<file path="src/core/dcm_pkg.sv">
// Constants shared by the debug comparator match register block
package dcm_pkg;

	// ---------------------------------------------------------------
	// Register and processor bus geometry, comparator count
	// ---------------------------------------------------------------
	localparam int unsigned REG_ADDR_W = 8;
	localparam int unsigned REG_DATA_W = 8;
	localparam int unsigned CPU_W      = 16;
	localparam int unsigned NUM_CMP    = 3;

	// ---------------------------------------------------------------
	// Register offsets
	// ---------------------------------------------------------------
	localparam logic [7:0] OFS_CMP_ENABLE        = 8'h24;
	localparam logic [7:0] OFS_MATCH_STATUS      = 8'h25;
	localparam logic [7:0] OFS_DEBUG_CTRL        = 8'h26;
	localparam logic [7:0] OFS_FIRST_CMP_CONTROL = 8'h27;
	localparam logic [7:0] OFS_ADDR_MID_COMPARE  = 8'h2a;
	localparam logic [7:0] OFS_ADDR_LOW_COMPARE  = 8'h2b;
	localparam logic [7:0] OFS_DATA_HIGH_COMPARE = 8'h2c;
	localparam logic [7:0] OFS_DATA_LOW_COMPARE  = 8'h2d;
	localparam logic [7:0] OFS_DATA_HIGH_MASK    = 8'h2e;
	localparam logic [7:0] OFS_DATA_LOW_MASK     = 8'h2f;

	// ---------------------------------------------------------------
	// Field positions
	// ---------------------------------------------------------------
	localparam int unsigned BANK_LSB    = 0;
	localparam int unsigned BANK_MSB    = 1;
	localparam int unsigned ARM_BIT     = 7;
	localparam int unsigned TAG_BIT     = 5;
	localparam int unsigned CMP_EN_BIT  = 0;

	// ---------------------------------------------------------------
	// Bank select codes
	// ---------------------------------------------------------------
	localparam logic [1:0] BANK_FIRST  = 2'h0;
	localparam logic [1:0] BANK_SECOND = 2'h1;
	localparam logic [1:0] BANK_THIRD  = 2'h2;
	localparam logic [1:0] BANK_NONE   = 2'h3;

	// ---------------------------------------------------------------
	// Reset values, read default and tie-off constants
	// ---------------------------------------------------------------
	localparam logic [7:0] RST_BYTE     = 8'h00;
	localparam logic [1:0] RST_BANK     = 2'h0;
	localparam logic [2:0] RST_CMP_EN   = 3'h0;
	localparam logic [7:0] READ_ZERO    = 8'h00;
	localparam logic [7:0] NO_MASK      = 8'h00;

endpackage

</file>
<file path="src/core/dcm_match_regs.sv">
// Debug comparator address/data compare registers and match logic
`timescale 1ns/1ns
`default_nettype none

module dcm_match_regs
	import dcm_pkg::*;
(
	// Clock and reset
	input  wire logic                  i_mclk,
	input  wire logic                  i_reset_n,
	// Register port
	input  wire logic [REG_ADDR_W-1:0] i_reg_addr,
	input  wire logic [REG_DATA_W-1:0] i_reg_wdata,
	input  wire logic                  i_reg_wr,
	input  wire logic                  i_reg_rd,
	output logic      [REG_DATA_W-1:0] o_reg_rdata,
	// Processor buses under watch
	input  wire logic [CPU_W-1:0]      i_cpu_addr,
	input  wire logic [CPU_W-1:0]      i_cpu_data,
	input  wire logic                  i_cpu_valid,
	// Match results
	output logic      [NUM_CMP-1:0]    o_match,
	output logic                       o_armed
);

	import dcm_pkg::*;

	// ---------------------------------------------------------------
	// Storage
	// ---------------------------------------------------------------
	logic [7:0]         addr_mid [0:NUM_CMP-1];
	logic [7:0]         addr_low [0:NUM_CMP-1];
	logic [7:0]         data_high_compare;
	logic [7:0]         data_low_compare;
	logic [7:0]         data_high_mask;
	logic [7:0]         data_low_mask;
	logic [1:0]         comparator_bank_select;
	logic               armed;
	logic               tag;
	logic               first_cmp_enable;
	logic [NUM_CMP-1:0] cmp_enable;
	logic [NUM_CMP-1:0] raw_hit;
	logic [7:0]         next_rdata;

	// ---------------------------------------------------------------
	// Helpers
	// ---------------------------------------------------------------
	function automatic logic bank_hit(input logic [1:0] sel,
		input int unsigned idx);
		bank_hit = (sel == idx[1:0]) && (sel != BANK_NONE);
	endfunction

	function automatic logic data_window_open(input logic [1:0] sel);
		data_window_open = (sel == BANK_FIRST);
	endfunction

	function automatic logic wr_to(input logic [7:0] addr,
		input logic [7:0] ofs, input logic wr);
		wr_to = wr && (addr == ofs);
	endfunction

	logic addr_wr_ok;
	logic data_wr_ok;

	// Arming freezes every pattern so a live match cannot shift
	assign addr_wr_ok = !armed;
	assign data_wr_ok = !armed
		&& data_window_open(comparator_bank_select);

	// ---------------------------------------------------------------
	// Debug control: bank select and arm
	// ---------------------------------------------------------------
	always_ff @(posedge i_mclk) begin
		if (!i_reset_n) begin
			comparator_bank_select <= RST_BANK;
		end else if (wr_to(i_reg_addr, OFS_DEBUG_CTRL, i_reg_wr)) begin
			comparator_bank_select <= i_reg_wdata[BANK_MSB:BANK_LSB];
		end
	end

	// Always writable, or the unit could never be disarmed
	always_ff @(posedge i_mclk) begin
		if (!i_reset_n) begin
			armed <= 1'b0;
		end else if (wr_to(i_reg_addr, OFS_DEBUG_CTRL, i_reg_wr)) begin
			armed <= i_reg_wdata[ARM_BIT];
		end
	end

	// ---------------------------------------------------------------
	// First comparator control and enables
	// ---------------------------------------------------------------
	always_ff @(posedge i_mclk) begin
		if (!i_reset_n) begin
			tag              <= 1'b0;
			first_cmp_enable <= 1'b0;
		end else if (wr_to(i_reg_addr, OFS_FIRST_CMP_CONTROL,
				i_reg_wr)) begin
			tag              <= i_reg_wdata[TAG_BIT];
			first_cmp_enable <= i_reg_wdata[CMP_EN_BIT];
		end
	end

	always_ff @(posedge i_mclk) begin
		if (!i_reset_n) begin
			cmp_enable <= RST_CMP_EN;
		end else if (wr_to(i_reg_addr, OFS_CMP_ENABLE, i_reg_wr)) begin
			cmp_enable <= i_reg_wdata[NUM_CMP-1:0];
		end
	end

	// ---------------------------------------------------------------
	// Address compare bytes, banked per comparator
	// ---------------------------------------------------------------
	always_ff @(posedge i_mclk) begin
		if (!i_reset_n) begin
			for (int i = 0; i < NUM_CMP; i++) begin
				addr_mid[i] <= RST_BYTE;
				addr_low[i] <= RST_BYTE;
			end
		end else if (addr_wr_ok) begin
			for (int i = 0; i < NUM_CMP; i++) begin
				// Bank 11 matches no index, so the write drops
				if (bank_hit(comparator_bank_select, i)) begin
					if (wr_to(i_reg_addr, OFS_ADDR_MID_COMPARE,
							i_reg_wr)) begin
						addr_mid[i] <= i_reg_wdata;
					end
					if (wr_to(i_reg_addr, OFS_ADDR_LOW_COMPARE,
							i_reg_wr)) begin
						addr_low[i] <= i_reg_wdata;
					end
				end
			end
		end
	end

	// ---------------------------------------------------------------
	// Data compare and mask bytes, first comparator only
	// ---------------------------------------------------------------
	always_ff @(posedge i_mclk) begin
		if (!i_reset_n) begin
			data_high_compare <= RST_BYTE;
			data_low_compare  <= RST_BYTE;
		end else if (data_wr_ok) begin
			if (wr_to(i_reg_addr, OFS_DATA_HIGH_COMPARE, i_reg_wr)) begin
				data_high_compare <= i_reg_wdata;
			end
			if (wr_to(i_reg_addr, OFS_DATA_LOW_COMPARE, i_reg_wr)) begin
				data_low_compare <= i_reg_wdata;
			end
		end
	end

	always_ff @(posedge i_mclk) begin
		if (!i_reset_n) begin
			data_high_mask <= RST_BYTE;
			data_low_mask  <= RST_BYTE;
		end else if (data_wr_ok) begin
			if (wr_to(i_reg_addr, OFS_DATA_HIGH_MASK, i_reg_wr)) begin
				data_high_mask <= i_reg_wdata;
			end
			if (wr_to(i_reg_addr, OFS_DATA_LOW_MASK, i_reg_wr)) begin
				data_low_mask <= i_reg_wdata;
			end
		end
	end

	// ---------------------------------------------------------------
	// Address patterns, one per comparator
	// ---------------------------------------------------------------
	logic [15:0] addr_pattern [0:NUM_CMP-1];

	always_comb begin
		for (int i = 0; i < NUM_CMP; i++) begin
			addr_pattern[i] = {addr_mid[i], addr_low[i]};
		end
	end

	// ---------------------------------------------------------------
	// Comparators
	// ---------------------------------------------------------------
	for (genvar g = 0; g < NUM_CMP; g++) begin : g_cmp
		logic [15:0] pattern_data;
		logic [15:0] pattern_mask;
		logic        use_data;
		logic        enable;

		if (g == 0) begin : g_first
			assign pattern_data = {data_high_compare,
				data_low_compare};
			assign pattern_mask = {data_high_mask, data_low_mask};
			// Tagged opcodes only care about the address
			assign use_data = !tag;
			assign enable   = first_cmp_enable;
		end else begin : g_addr_only
			// Later comparators never see the data bus
			assign pattern_data = {NO_MASK, NO_MASK};
			assign pattern_mask = {NO_MASK, NO_MASK};
			assign use_data     = 1'b0;
			assign enable       = cmp_enable[g];
		end

		dcm_comparator u_cmp (
			.i_addr_pattern (addr_pattern[g]),
			.i_data_pattern (pattern_data),
			.i_data_mask    (pattern_mask),
			.i_use_data     (use_data),
			.i_enable       (enable),
			.i_bus_addr     (i_cpu_addr),
			.i_bus_data     (i_cpu_data),
			.o_hit          (raw_hit[g])
		);
	end

	// ---------------------------------------------------------------
	// Match outputs
	// ---------------------------------------------------------------
	// Matches are registered, so they appear in the cycle after a live bus cycle seen while armed
	always_ff @(posedge i_mclk) begin
		if (!i_reset_n) begin
			o_match <= '0;
		end else begin
			o_match <= raw_hit & {NUM_CMP{i_cpu_valid && armed}};
		end
	end

	assign o_armed = armed;

	// ---------------------------------------------------------------
	// Read decode
	// ---------------------------------------------------------------
	always_comb begin
		next_rdata = READ_ZERO;
		if (i_reg_addr == OFS_DEBUG_CTRL) begin
			next_rdata[BANK_MSB:BANK_LSB] = comparator_bank_select;
			next_rdata[ARM_BIT]           = armed;
		end else if (i_reg_addr == OFS_FIRST_CMP_CONTROL) begin
			next_rdata[TAG_BIT]    = tag;
			next_rdata[CMP_EN_BIT] = first_cmp_enable;
		end else if (i_reg_addr == OFS_CMP_ENABLE) begin
			next_rdata[NUM_CMP-1:0] = cmp_enable;
		end else if (i_reg_addr == OFS_MATCH_STATUS) begin
			next_rdata[NUM_CMP-1:0] = o_match;
		end else if (i_reg_addr == OFS_ADDR_MID_COMPARE) begin
			// Readable whatever the arm state
			for (int i = 0; i < NUM_CMP; i++) begin
				if (bank_hit(comparator_bank_select, i)) begin
					next_rdata = addr_mid[i];
				end
			end
		end else if (i_reg_addr == OFS_ADDR_LOW_COMPARE) begin
			for (int i = 0; i < NUM_CMP; i++) begin
				if (bank_hit(comparator_bank_select, i)) begin
					next_rdata = addr_low[i];
				end
			end
		end else if (data_window_open(comparator_bank_select)) begin
			// Data registers hide outside bank 00
			if (i_reg_addr == OFS_DATA_HIGH_COMPARE) begin
				next_rdata = data_high_compare;
			end else if (i_reg_addr == OFS_DATA_LOW_COMPARE) begin
				next_rdata = data_low_compare;
			end else if (i_reg_addr == OFS_DATA_HIGH_MASK) begin
				next_rdata = data_high_mask;
			end else if (i_reg_addr == OFS_DATA_LOW_MASK) begin
				next_rdata = data_low_mask;
			end
		end
	end

	// Read data stands for exactly one cycle after the strobe
	always_ff @(posedge i_mclk) begin
		if (!i_reset_n) begin
			o_reg_rdata <= READ_ZERO;
		end else if (i_reg_rd) begin
			o_reg_rdata <= next_rdata;
		end else begin
			o_reg_rdata <= READ_ZERO;
		end
	end

endmodule

`default_nettype wire

</file>
<file path="src/core/dcm_comparator.sv">
// One address/data comparator of the debug match unit
`timescale 1ns/1ns
`default_nettype none

module dcm_comparator (
	// Programmed pattern
	input  wire logic [15:0] i_addr_pattern,
	input  wire logic [15:0] i_data_pattern,
	input  wire logic [15:0] i_data_mask,
	input  wire logic        i_use_data,
	input  wire logic        i_enable,
	// Observed processor buses
	input  wire logic [15:0] i_bus_addr,
	input  wire logic [15:0] i_bus_data,
	// Result
	output logic             o_hit
);

	logic addr_ok;
	logic data_ok;

	// Each pattern bit demands the same level on its bus bit
	assign addr_ok = (i_bus_addr == i_addr_pattern);

	// Mask bit zero lets the data bit take any value
	assign data_ok = !i_use_data ||
		(((i_bus_data ^ i_data_pattern) & i_data_mask) == 16'h0000);

	assign o_hit = i_enable && addr_ok && data_ok;

endmodule

`default_nettype wire

</file>
<file path="config.mk">
export PLATFORM = sky130hd
export DESIGN_NAME = dcm_match_regs
export DESIGN_NICKNAME = d
export VERILOG_FILES = /design/src/core/dcm_pkg.sv /design/src/core/dcm_match_regs.sv /design/src/core/dcm_comparator.sv
export SDC_FILE = /design/constraint.sdc
export NUM_CORES = 1
export LEC_CHECK = 0
export ABC_AREA = 1
export CAP_MARGIN = 40
export CORE_ASPECT_RATIO = 0.9
export CORE_MARGIN = 3
export CORE_UTILIZATION = 50
export DETAILED_ROUTE_END_ITERATION = 10
export DONT_BUFFER_PORTS = 1
export PLACE_DENSITY = 0.71
export SYNTH_ARGS = -nofsm -noshare
export SYNTH_HDL_FRONTEND = slang
export SYNTH_SLANG_ARGS = --single-unit
export TNS_END_PERCENT = 20
</file>
<file path="constraint.sdc">
create_clock -name i_mclk -period 1.8 [get_ports i_mclk]
set_input_delay 0.36 -clock i_mclk [delete_from_list [all_inputs] [get_ports i_mclk]]
set_output_delay 0.36 -clock i_mclk [all_outputs]
set_load 0.02 [all_outputs]
</file>
# == Yosys cells after proc, flatten, opt, wreduce, memory -nomap -nowiden ==
# Memories as Yosys holds them, arrays and structs flattened.
# Index checks and enable logic that the tools add are counted.
# W data, S select, Z words.
# totals
in_bits,53
mem_count,2
reg_bits,51
ramBits,48
elab_cells,129
out_inout_bits,12
# mem_list
name,depth,word_bits,rd,rd_clocked_by_memory_dff,write_ports,line_no,rtl
addr_low,3,8,3,0,3,dcm_match_regs.sv:32,logic [7:0] addr_low [0:NUM_CMP-1];
addr_mid,3,8,3,0,3,dcm_match_regs.sv:31,logic [7:0] addr_mid [0:NUM_CMP-1];
# classes
n_mux,56
eq_ne,16
bitwise,11
reduce_logical,30
# op_table
op,n
$mux W8,19
$eq A8 B6 Y1 const B,10
$eq A16 B16 Y1,3
$mux W1,31
$logic_and A1 B1 Y1,18
$and A16 B16 Y16,1
$logic_not A16 Y1,1
$xor A16 B16 Y16,1
$mux W5,2
$reduce_and A2 Y1,5
$mux W3,2
$or A1 B1 Y1,6
$reduce_or A6 Y1,1
$mux W2,2
$reduce_or A4 Y1,1
$and A3 B3 Y3,1
$reduce_or A3 Y1,1
$eq A2 B1 Y1 const B,1
$eq A2 B2 Y1 const B,1
$logic_not A2 Y1,1
$ne A2 B2 Y1 const B,1
$not A1 Y1,2
$logic_not A1 Y1,1
$logic_or A1 B1 Y1,1

# == Logic depth before layout (Yosys ltp) ==
# depth
word_depth,12
mapped_depth,14
ltp_nobuf,13

# == By module ==
# Synthesis repeated with hierarchy kept, for this count alone.
# hier_totals
cells_unflattened,950
area_unflattened_um2,6098.3
# modules_own_cells
module,n_inst,area_each_um2,cells_per_inst,seq_area_each_um2
dcm_match_regs,1,4330.4,515,2462.4
dcm_comparator,3,589.3,145,0.0

# == Worst setup path after synthesis ==
# No wires, ideal clock.
# synth_timing
path_kind,register -> register
from,reg comparator_bank_select[1]
to,"mem addr_mid[0][0], enable pin"
synth_period_minus_slack_ns,1.917
n_path_buf,0
arrival_ns,1.533
slack_ns,-0.117
stages_incl_launch_ff,6
setup_ns,0.384
required_time_ns,1.416
path_cell_list,dfxtp_1 > nor2_1 > inv_2 > nor3_4 > inv_2 > o21ai_0
# synth_lines
element,line_no,rtl
"start, declared",dcm_match_regs.sv:37,logic [1:0] comparator_bank_select;
"start signal, assigned",dcm_match_regs.sv:77,comparator_bank_select <= i_reg_wdata[BANK_MSB:BANK_LSB];
"end, declared",dcm_match_regs.sv:31,

# == Worst setup path in the final report ==
# layout_timing
from,reg comparator_bank_select[1]
to,reg data_high_mask[3]
# layout_via
elab_chain_len,3
# layout_lines
element,line_no,rtl
$logic_not A2 Y1,dcm_match_regs.sv:54,data_window_open = (sel == BANK_FIRST);
$logic_and A1 B1 Y1,dcm_match_regs.sv:68,&& data_window_open(comparator_bank_select);
$reduce_and A2 Y1 (no line),n/a,
"end signal, assigned",dcm_match_regs.sv:161,data_high_mask <= i_reg_wdata;
"end, declared",dcm_match_regs.sv:35,logic [7:0] data_high_mask;
# Every way passes these cells.
# A chain may end at the register's enable or synchronous reset.

==> impl_results.md <==
* Status: completed
* Worst reg2reg endpoint: data_high_mask[3]
* Post-layout min period at 1.68 ns
* Startpoint Class: flop
* Die W at 114 um
* Synth cell types at 43
* CTS tree: yes
* Largest net degree at the start of global routing at 49
* Post-route design area at 6020 um^2
* Vias at 4947
* Peak VDD IR at 0.685 mV
* # Post-CTS Setup Buffers at 0
* Synth area leaders: edfxtp_1, dfxtp_1, nand2_1, o21ai_0, inv_1
* Setup Skew at 0.00724 ns
* Total placed instance area at 5710 um^2
* Final cycle utilization of the critical path at 0.933
* Reg2reg start: comparator_bank_select[1]
* Syn Inst Count at 654
* Initial DRT Pass Iterations at 5
* Top_reg_cell synth: dfxtp_1
* Syn-to-layout area delta at 15.0%
* Final hold violation count at 0
* Top delay family on crit path: buffers and inverters
* TritonCTS buffer count at 9
* Mean area per synthesized cell at 8.00 um^2
* GP Congestion at 1.05
* IO Port Bufs at 0
* Cell mode on critical path: inv_2
* Post-CTS resize count at 0
* Internal reg-to-reg setup slack at 0.12 ns
* Tot GR Track Use at 0.297
* Critical-path cell list: nor2_2 > inv_2 > nor3_4 > inv_2 > buf_4 > nor2_8 > inv_1 > o21ai_0 > a21oi_1
* Root Buffer: clkbuf_16
* Hold Path Depth at 2
* Leakage at 0.00248 uW
* # rows at 34
* Wire per inst at 20.7 um
* CTS clk-pin slew, worst paths at 0.07 ns
* Worst Path Max Fanout at 9
* Fin worst setup slack at 0.120 ns
* Mapped Area at 5230 um^2
* Clock Path Buffers at 2
* Die area at 11700 um^2
* Yosys reg bits at 99
* Final slew viol count at 0
* Arr. time, crit path at 1.91 ns
* Max stage delay on crit path at 0.39 ns
* Synth area leader: edfxtp_1
* Area used by multi-input combinational logic at 2280 um^2
* Required @ worst endpoint at 2.03 ns
* Core ar. at 9910 um^2
* Post-DP HPWL at 13500 um
* Max-slew headroom at 0.731
* Slowest library cell on the worst path: dfxtp_1
* Fill count at 895
* Vias in the first global route at 4473
* Warnings from Yosys at 0
* Storage cell area at 2460 um^2
* Dpl ws at -0.00863 ns
* Final Core Density at 0.607
* Iteration-0 DRC Markers at 647
* TritonCTS Sinks at 99
* PD cells at 768 nW/um^2
* CTS Hold Bufs at 0
* Clock Latency Late Sink at 0.35 ns
* Global-route wire length before repair at 25400 um
* Antenna cells at 0
* Maximum clock rate at 595 MHz
* Via density at 5.98
* R2r worst-path depth at 9
* Commonest non-fill, non-tap cell in the layout: nand2_1
* Worst Hold Class: in -> reg
* Post-synth EDFFs at 48
* Syn nets at 707
* Post-synth ARST share at 0
* Sequential-to-total area share from yosys stat at 0.471
* Fin nets at 749
* Synth top area share at 0.275
* Initial Util at 0.528
* Layout cell share with drive strength beyond 1 at 0.127
* Commonest non-fill, non-tap cells in the layout: nand2_1, inv_1, o21ai_0
* CTS HTree Levels at 3
* Worst Setup End Kind: flop
* Total Power at 4620 uW
* IO Count at 65
* Residual DRC at 0
* RSZ-0062 raised after global routing: yes
* Setup violations, final at 0
* Max-cap violations at 0
* Die Height at 103 um
* Setup TNS Final at 0 ns
* Least-Margin Pin Slew at 0.403 ns
* Critical path class: reg -> reg
* Antenna Nets Post-Route at 0
* Hold Crit Start: i_reg_wdata[4]
* Total Wirelength at 17100 um
* Buf+Inv Stages, Crit Path at 4
* Gr ovfl total at 0
* Antenna violations before repair at 0
* Worst Hold End: data_high_mask[4]
==> report_power, final <==
part           switching [uW]  leakage, uW  internal (uW)
Clock                     821     0.000143           1080
Combinational             170      0.00143            118
Sequential               38.4     0.000907           2400
==> through the flow <==
step	hold WS [ns]	instances
global placement	0.457	811
global route	0.153	827
floorplan	0.430	654
finish	0.152	827
CTS	0.146	827
detailed placement	0.467	811
==> kinds of logic after synthesis <==
family          count (synthesis)  share of synthesized area
compound gates                196                      0.213
xor+xnor                       20                     0.0335
buf+inv                       124                     0.0956
flops                          99                      0.471
simple gates                  215                      0.188
==> area by class of cell <==
type                            instances  area share
Clock inverter                          6      0.0110
Sequential cell                        99       0.409
Inverter                              112      0.0705
Multi-Input combinational cell        431       0.379
Tap cell                              126      0.0262
Timing Repair Buffer                   43      0.0661
Clock buffer                           10      0.0380
==> synthesized netlist by cell type, types with 2 or more instances <==
cell type  number
nand3_2         3
o31ai_1         2
inv_2           4
clkbuf_1        5
inv_1         107
o21ai_0        83
a211oi_1        2
o221ai_1        2
o2111ai_1       2
a21oi_1        65
o211ai_1        7
xnor2_1        15
or2_2           7
nor4_1          4
o22ai_1        16
nand4_1        11
o21ai_1         2
nand2_1       111
nor2_1         44
nor2_4          3
nor2_2          2
edfxtp_1       48
nor3_1          5
xor2_1          5
nand3_1        20
a31oi_1         3
buf_4           2
a221oi_1        7
dfxtp_1        51
buf_2           3
==> worst reg2reg max path, stage by stage, from the launching register on <==
cell     delay (ns)
dfxtp_1        0.39
nor2_2         0.15
inv_2          0.07
nor3_4         0.20
inv_2          0.10
buf_4          0.18
nor2_8         0.08
inv_1          0.13
o21ai_0        0.20
a21oi_1        0.07
==> how the worst max path moves through the flow <==
stage,to,cells past startpoint,slack (ns),startpoint
final,data_high_mask[3],9,0.12,comparator_bank_select[1]
after global routing,data_high_compare[2],9,-0.0002,comparator_bank_select[1]
after CTS,addr_low[0][23],7,0.07,comparator_bank_select[0]
after detailed placement,o_reg_rdata[1],13,-0.009,i_reg_addr[4]
after global placement,o_reg_rdata[1],13,0.04,i_reg_addr[4]
after floorplan,addr_mid[0][16],7,0.08,i_reg_addr[4]
==> state kept, by name (all words and copies together) (netlist names), 2 cells and up <==
name	count
addr_low	24
addr_mid	24
cmp_enable	3
comparator_bank_select	2
data_high_compare	8
data_high_mask	8
data_low_compare	8
data_low_mask	8
o_match	3
o_reg_rdata	8
==> per-layer routing <==
metal	GRT usage	wire (um)	up-vias
met5	0	0	-
met4	0.118	651	0
met2	0.433	7050	330
met3	0.106	2330	52
met1	0.406	7060	2265
li1	-	-	2300
Note: power is estimated with default switching activity, not from simulation.
